--- config.mk ---
export PLATFORM = sky130hd
export DESIGN_NAME = pbl_power_button
export DESIGN_NICKNAME = d
export VERILOG_FILES = /design/src/logic/pbl_pkg.sv /design/src/logic/pbl_power_button.sv
export SDC_FILE = /design/constraint.sdc
export NUM_CORES = 1
export LEC_CHECK = 0
export BUFFER_PORTS_ARGS = -buffer_cell sky130_fd_sc_hd__clkbuf_2
export CAP_MARGIN = 30
export CORE_MARGIN = 5
export CORE_UTILIZATION = 53
export DETAILED_ROUTE_END_ITERATION = 10
export PLACE_DENSITY = 0.69
export SYNTH_ARGS = -nofsm -noshare
export SYNTH_HDL_FRONTEND = slang
export SYNTH_SLANG_ARGS = --single-unit
--- constraint.sdc ---
create_clock -name clk -period 3.5 [get_ports clk]
set_clock_uncertainty 0.05 [all_clocks]
set_input_delay 0.35 -clock clk [delete_from_list [all_inputs] [get_ports clk]]
set_output_delay 0.35 -clock clk [all_outputs]
set_load 0.005 [all_outputs]
--- src/logic/pbl_pkg.sv ---
/*
 * Constants, state encodings and timing figures for the power switch
 * sequencer and management status lamp block.
 * Assumes a free-running 100 MHz always-on clock with power-on reset.
 */
package pbl_pkg;
    localparam int unsigned CLK_HZ        = 100_000_000;
    localparam int unsigned SHORT_PRESS_S = 4;
    localparam int unsigned LONG_PRESS_S  = 6;
    localparam int unsigned DEBOUNCE_MS   = 20;
    localparam int unsigned BLINK_HALF_MS = 500;
    localparam int unsigned SHORT_CYC     = SHORT_PRESS_S * CLK_HZ;
    localparam int unsigned LONG_CYC      = LONG_PRESS_S * CLK_HZ;
    localparam int unsigned DEBOUNCE_CYC  = DEBOUNCE_MS * (CLK_HZ / 1000);
    localparam int unsigned BLINK_CYC     = BLINK_HALF_MS * (CLK_HZ / 1000);

    typedef enum logic [1:0] {
        PBL_SOFT_OFF = 2'b00,
        PBL_WORKING  = 2'b01,
        PBL_SLEEPING = 2'b10
    } pbl_state_t;

    localparam pbl_state_t STATE_RESET = PBL_SOFT_OFF;
endpackage

--- src/logic/pbl_power_button.sv ---
/*
 * Power switch press timer, system power state machine and management
 * status lamp driver.
 * Assumes the switch input is asynchronous and active low; mgmt inputs
 * are asynchronous levels from the management controller.
 */
module pbl_power_button
    import pbl_pkg::*;
#(
    parameter int unsigned SHORT_CYCLES    = SHORT_CYC,
    parameter int unsigned LONG_CYCLES     = LONG_CYC,
    parameter int unsigned DEBOUNCE_CYCLES = DEBOUNCE_CYC,
    parameter int unsigned BLINK_CYCLES    = BLINK_CYC
)(
    input  wire logic       clk,
    input  wire logic       rstn,
    input  wire logic       pwrSwitchN,
    input  wire logic       mgmtFullOn,
    input  wire logic       mgmtOutOfBandActive,
    output logic            sysPowerOn,
    output logic            sysSleep,
    output logic [1:0]      sysState,
    output logic            mgmtLamp
);
    logic [1:0]  swSync_q;
    logic [1:0]  mgmtFullSync_q;
    logic [1:0]  mgmtOobSync_q;
    logic        swDeb_q;
    logic [31:0] debCnt_q;
    logic [31:0] holdCnt_q;
    logic        swDebPrev_q;
    logic        release_w;
    pbl_state_t  state_q;
    pbl_state_t  state_d;
    logic [31:0] blinkCnt_q;
    logic        blink_q;

    // two-flop synchronisers; stage 0 read only by stage 1
    always_ff @(posedge clk or negedge rstn)
    begin
        if (!rstn)
        begin
            swSync_q       <= 2'h0;
            mgmtFullSync_q <= 2'h0;
            mgmtOobSync_q  <= 2'h0;
        end
        else
        begin
            swSync_q       <= {swSync_q[0], ~pwrSwitchN};
            mgmtFullSync_q <= {mgmtFullSync_q[0], mgmtFullOn};
            mgmtOobSync_q  <= {mgmtOobSync_q[0], mgmtOutOfBandActive};
        end
    end

    // debounce: accept a new level only once it has been stable
    always_ff @(posedge clk or negedge rstn)
    begin
        if (!rstn)
        begin
            swDeb_q  <= 1'b0;
            debCnt_q <= 32'h0;
        end
        else if (swSync_q[1] == swDeb_q)
            debCnt_q <= 32'h0;
        else if (debCnt_q >= DEBOUNCE_CYCLES - 1)
        begin
            swDeb_q  <= swSync_q[1];
            debCnt_q <= 32'h0;
        end
        else
            debCnt_q <= debCnt_q + 32'h1;
    end

    // hold timer saturates just above the long threshold
    always_ff @(posedge clk or negedge rstn)
    begin
        if (!rstn)
        begin
            holdCnt_q   <= 32'h0;
            swDebPrev_q <= 1'b0;
        end
        else
        begin
            swDebPrev_q <= swDeb_q;
            if (!swDeb_q)
                holdCnt_q <= 32'h0;
            else if (holdCnt_q <= LONG_CYCLES)
                holdCnt_q <= holdCnt_q + 32'h1;
        end
    end

    // short presses act on release; long press acts as soon as six seconds pass
    assign release_w = swDebPrev_q && !swDeb_q;

    // press decoders; short release used by all states, long hold only by working and sleeping
    function automatic logic shortRelease(input logic rel, input logic [31:0] cnt);
        return rel && (cnt < SHORT_CYCLES);
    endfunction

    function automatic logic longReached(input logic held, input logic [31:0] cnt);
        return held && (cnt == LONG_CYCLES);
    endfunction

    always_comb
    begin
        state_d = state_q;
        case (state_q)
            PBL_SOFT_OFF:
            begin
                if (shortRelease(release_w, holdCnt_q))
                    state_d = PBL_WORKING;
            end
            PBL_WORKING:
            begin
                if (longReached(swDeb_q, holdCnt_q))
                    state_d = PBL_SOFT_OFF;
                else if (shortRelease(release_w, holdCnt_q))
                    state_d = PBL_SLEEPING;
            end
            PBL_SLEEPING:
            begin
                if (longReached(swDeb_q, holdCnt_q))
                    state_d = PBL_SOFT_OFF;
                else if (shortRelease(release_w, holdCnt_q))
                    state_d = PBL_WORKING;
            end
            default: state_d = STATE_RESET;
        endcase
    end

    always_ff @(posedge clk or negedge rstn)
    begin
        if (!rstn)
            state_q <= STATE_RESET;
        else
            state_q <= state_d;
    end

    // blink generator
    always_ff @(posedge clk or negedge rstn)
    begin
        if (!rstn)
        begin
            blinkCnt_q <= 32'h0;
            blink_q    <= 1'b0;
        end
        else if (blinkCnt_q >= BLINK_CYCLES - 1)
        begin
            blinkCnt_q <= 32'h0;
            blink_q    <= ~blink_q;
        end
        else
            blinkCnt_q <= blinkCnt_q + 32'h1;
    end

    // outputs registered
    always_ff @(posedge clk or negedge rstn)
    begin
        if (!rstn)
        begin
            sysPowerOn <= 1'b0;
            sysSleep   <= 1'b0;
            sysState   <= 2'h0;
            mgmtLamp   <= 1'b0;
        end
        else
        begin
            sysPowerOn <= (state_q == PBL_WORKING);
            sysSleep   <= (state_q == PBL_SLEEPING);
            sysState   <= state_q;
            if (state_q == PBL_WORKING)
                mgmtLamp <= mgmtFullSync_q[1];
            else if (mgmtOobSync_q[1])
                mgmtLamp <= blink_q;
            else
                mgmtLamp <= 1'b0;
        end
    end
endmodule

Word level (Yosys, flattened, before mapping)
Index checks and enable logic that the tools add are counted.
{"block": "totals", "in_bits": 5, "regBits": 112, "word_cells": 48}
{"block": "classes", "reduce_logical": 6, "eq_ne": 6, "bitwise": 3, "muxes": 12, "magnitude_cmp": 4, "addsub": 3}
{"operator": "$mux W32", "count": 5}
{"operator": "$add A32 B1 Y32 const B", "count": 3}
{"operator": "$eq A32 B30 Y1 const B", "count": 1}
{"operator": "$ge A32 B21 Y1 const B", "count": 1}
{"operator": "$ge A32 B26 Y1 const B", "count": 1}
{"operator": "$le A32 B30 Y1 const B", "count": 1}
{"operator": "$lt A32 B29 Y1 const B", "count": 1}
{"operator": "$mux W2", "count": 4}
{"operator": "$pmux W2 S3", "count": 1}
{"operator": "$logic_and A1 B1 Y1", "count": 3}
{"operator": "$ne A3 B3 Y1 const B", "count": 1}
{"operator": "$not A1 Y1", "count": 3}
{"operator": "$eq A2 B1 Y1 const B", "count": 1}
{"operator": "$eq A2 B2 Y1 const B", "count": 1}
{"operator": "$logic_not A2 Y1", "count": 1}
{"operator": "$mux W1", "count": 2}
{"operator": "$ne A2 B1 Y1 const B", "count": 1}
{"operator": "$reduce_and A2 Y1", "count": 1}
{"operator": "$eq A1 B1 Y1", "count": 1}
{"operator": "$logic_not A1 Y1", "count": 1}

Logic depth before layout (Yosys ltp)
{"block": "logic_depth", "ltp_word": 6, "ltp_mapped": 9}

Worst setup path before layout
OpenSTA, ideal clock, no wires.
{"block": "synth_timing", "path_kind": "reg-to-reg", "from": "register holdCnt_q[12]", "to": "register holdCnt_q[21]", "setup_time_ns": 0.078, "t_required_ns": 3.372, "n_path_buf": 0, "stages_incl_launch_ff": 7, "t_arrival_ns": 1.836, "path_slack_ns": 1.536, "path_cell_list": "dfrtp_1 -> o31a_1 -> nor3_1 -> o2111a_2 -> nand3_2 -> or4_1 -> a21oi_1"}
{"block": "synth_between", "elab_chain_cells": 3, "elab_cells_between_ends": 5, "classes_between": "1 x add/sub; 1 x order compare; 1 x eq/ne; 2 x mux"}
{"element": "from (decl)", "line_no": "pbl_power_button.sv:30", "text": "logic [31:0] holdCnt_q;"}
{"element": "from (signal assigned)", "line_no": "pbl_power_button.sv:88", "text": "holdCnt_q <= holdCnt_q + 32'h1;"}
{"element": "$add A32 B1 Y32", "line_no": "pbl_power_button.sv:88"}
{"element": "$mux W32", "line_no": "pbl_power_button.sv:87", "text": "else if (holdCnt_q <= LONG_CYCLES)"}
{"element": "$mux W32", "line_no": "pbl_power_button.sv:85", "text": "if (!swDeb_q)"}
Several ways; a longest one is shown, not always the timed one. The select of a mux whose other input is x is not followed.
A chain may end at the register's enable or synchronous reset.

Worst setup path in the final report
{"block": "layout_timing", "from": "register holdCnt_q[21]", "to": "register holdCnt_q[21]"}
Same word-level chain as after synthesis.

==> results.py <==
metrics = {
    "routing": {
        "drt-initial-drc-count": 182,
        "drt-wirelength-per-cell_um": 13.1,
        "drc_errors": 0,
        "first_pass_iters": 5,
        "viasPerCell": 5.23,
        "drt_wl_total_mm": 8.51,
        "ant_nets": 0,
        "vias": 3387,
    },
    "synthesis": {
        "synth-async-reset-ratio_pct": 100,
        "synthFlopType": "dfrtp_1",
        "synth.distinct_cells": 51,
        "ys_warn_count": 0,
        "syn_area_mm2": 0.00503,
        "ys_ff_latch": 112,
        "synth_edf_count": 0,
        "avgSynthCellArea_um2": 10.3,
        "synthCells": 487,
        "synth-seq-area-share_pct": 55.8,
    },
    "clock_network": {
        "htreeDepth": 3,
        "cts_tree": "yes",
        "root_buffer": "clkbuf_8",
        "cts_max_path_buffers": 2,
        "clkTransAtPathRegs_ns": 0.10,
        "clkSinkCount": 112,
        "cts-resized-gates": 0,
        "cts_buffers": 9,
        "clock_latency_ns": 0.37,
    },
    "setup_path": {
        "critPathKind": "flip-flop to flip-flop",
        "crit_arrival_ns": 2.84,
        "reg2reg_slack_ns": 0.92,
        "endpoint": "holdCnt_q[21]",
        "end_kind": "flip-flop",
        "critPathMaxFanout": 17,
        "worstPathRequired_ns": 3.75,
        "reg2reg_from": "holdCnt_q[21]",
        "crit_path_start_kind": "flip-flop",
        "worstSetupStartpoint": "holdCnt_q[21]",
        "reg2reg_to": "holdCnt_q[21]",
        "worstRegToRegCells": 6,
    },
    "floorplan": {
        "die_area_mm2": 0.0115,
        "pin_count": 10,
        "die_w_um": 107,
        "row_count": 35,
        "core_mm2": 0.00924,
        "die_h_um": 107,
        "initial_core_util_pct": 54.4,
    },
    "sta": {
        "maxSlewViolCount": 0,
        "min_period_ns": 2.58,
        "fmax_mhz": 387,
        "fin_ws_ns": 0.915,
        "worst-slew-pin-transition_ns": 0.838,
        "setup_viol": 0,
        "min_period_over_period_pct": 73.8,
        "hold_ws_ns": 0.0216,
        "slew_headroom_pct": 44.1,
        "rsz0062_at_grt": "false",
        "fin_tns_setup_ns": 0,
        "hold_viol": 0,
    },
    "grt": {
        "first_global_vias": 3397,
        "grt_pass1_wl_mm": 15.1,
        "gr-total-overflow": 0,
        "grt_max_degree": 70,
        "grt_use_total_pct": 16.2,
        "grt_antenna_before_repair": 0,
    },
    "power": {
        "powerDensity_mw_per_mm2": 406,
        "p_leak_nw": 2.30,
        "p_total_mw": 2.22,
        "vdd_drop_max_mv": 0.283,
    },
    "finish": {
        "final_nets": 524,
        "final_core_util_pct": 59.3,
        "fillCellCount": 793,
        "areaGrowthSynthToFinish_pct": 8.96,
        "final_cell_mix": "112 x dfrtp_1, 78 x nor2_1, 36 x nand2_1",
        "diodes": 0,
        "layout_commonest_cell": "dfrtp_1",
        "layout-drive-gt1-share_pct": 7.71,
    },
    "run_status": {
        "status": "complete, no violations",
    },
    "place": {
        "place_ws_ns": 0.986,
        "gp_congestion": 0.871,
        "port_buffers": 9,
        "dp_hpwl_mm": 5.78,
    },
    "run": {
        "cap_violations": 0,
    },
    "min_path": {
        "hold_path.class": "input pin to async pin",
    },
}
## cell usage after synthesis, types with 2 or more instances
library cell    n  area share [%]
dfrtp_1       112              56
nor2_1         78             5.8
nand2_1        36             2.7
xor2_1         33             5.8
nand3_1        22             2.2
nand4_1        21             2.6
xnor2_1        21             3.7
a21oi_1        16             1.6
inv_1          15             1.1
o21ai_0        13             1.3
nor3_1         11             1.1
and3_1         10             1.2
or3_1          10             1.2
clkbuf_1        8            0.60
or4_1           8             1.2
nor4_1          7            0.87
and2_1          6            0.75
and4_1          6             1.0
buf_2           5            0.50
mux2i_1         5             1.0
ha_1            4             1.0
nand2b_1        4            0.50
o31ai_1         3            0.45
nand3_2         2            0.40
nand3b_1        2            0.30
nor2b_1         2            0.25
o211ai_1        2            0.30
o21bai_1        2            0.30
## how the worst min path moves through the flow
stage	start	to	slack, ns	depth (start not counted)
3_3_place_gp	mgmtOobSync_q[0]	mgmtOobSync_q[1]	0.28	0
6_report	rstn	holdCnt_q[31]	0.02	1
5_1_grt	mgmtOutOfBandActive	mgmtOobSync_q[0]	0.003	1
4_1_cts	mgmtFullOn	mgmtFullSync_q[0]	0.008	1
3_5_place_dp	mgmtFullSync_q[0]	mgmtFullSync_q[1]	0.29	0
2_1_floorplan	rstn	blinkCnt_q[0]	0.004	0
## power breakdown
group / total (mW) / internal [mW] / switching [mW]
clock network: 0.737 / 0.328 / 0.409
registers: 1.37 / 1.35 / 0.0229
logic: 0.119 / 0.0442 / 0.0749
## flip-flops by register name, summed over array words and instances (netlist names)
name and cells:
holdCnt_q 32, swDeb_q 1, blinkCnt_q 32, sysState 2
mgmtLamp 1, blink_q 1, swDebPrev_q 1, sysSleep 1
mgmtOobSync_q 2, swSync_q 2, sysPowerOn 1, debCnt_q 32
mgmtFullSync_q 2, state_q 2
## final cells by class
cell class                 instances  area [µm²]  area share, %
inverter                          16        60.1           1.10
clock buffer                      10         128           2.33
clock inverter                     5        56.3           1.03
sequential                       112        2800           51.2
multi-input combinational        362        2170           39.6
tap                              129         161           2.95
timing repair buffer              14         100           1.83
## metal layers
metal	GRT usage, %	up-vias	routed length, µm	share of wire [%]
met1	21.2	1606	4070	48
met3	4.74	7	328	3.9
met4	5.05	0	88	1.0
met2	26.3	57	4020	47
li1	-	1717	-	-
met5	0	-	0	0
## critical path, stage by stage (launching register included)
cell	delay (ns)
dfrtp_1	0.44
nor4_1	0.38
nand3b_1	0.16
o2111a_2	0.37
nand3_2	0.35
or4_1	0.60
a21oi_1	0.15
## cells by family (layout without fill, tap and decap cells)
family | Yosys count | count (layout) | synth area share (%)
other cells | 1 | 17 | 0.0746
xor+xnor | 54 | 54 | 9.41
flops | 112 | 112 | 55.8
compound gates | 47 | 47 | 5.75
buf+inv | 29 | 45 | 2.29
simple gates | 235 | 235 | 24.7
mux | 5 | 5 | 0.996
fa+ha+maj | 4 | 4 | 0.996
## per-stage QoR
stage,instances,cell area (µm²)
floorplan,503,5090
global placement,632,5280
detailed placement,632,5280
CTS,647,5470
global route,648,5480
finish,648,5480
## what timing repair did
item	in CTS	in global routing
hold endpoints to repair	0	1
hold buffers	0	1
setup buffers	0	0
Note: power is estimated with default switching activity, not from simulation.
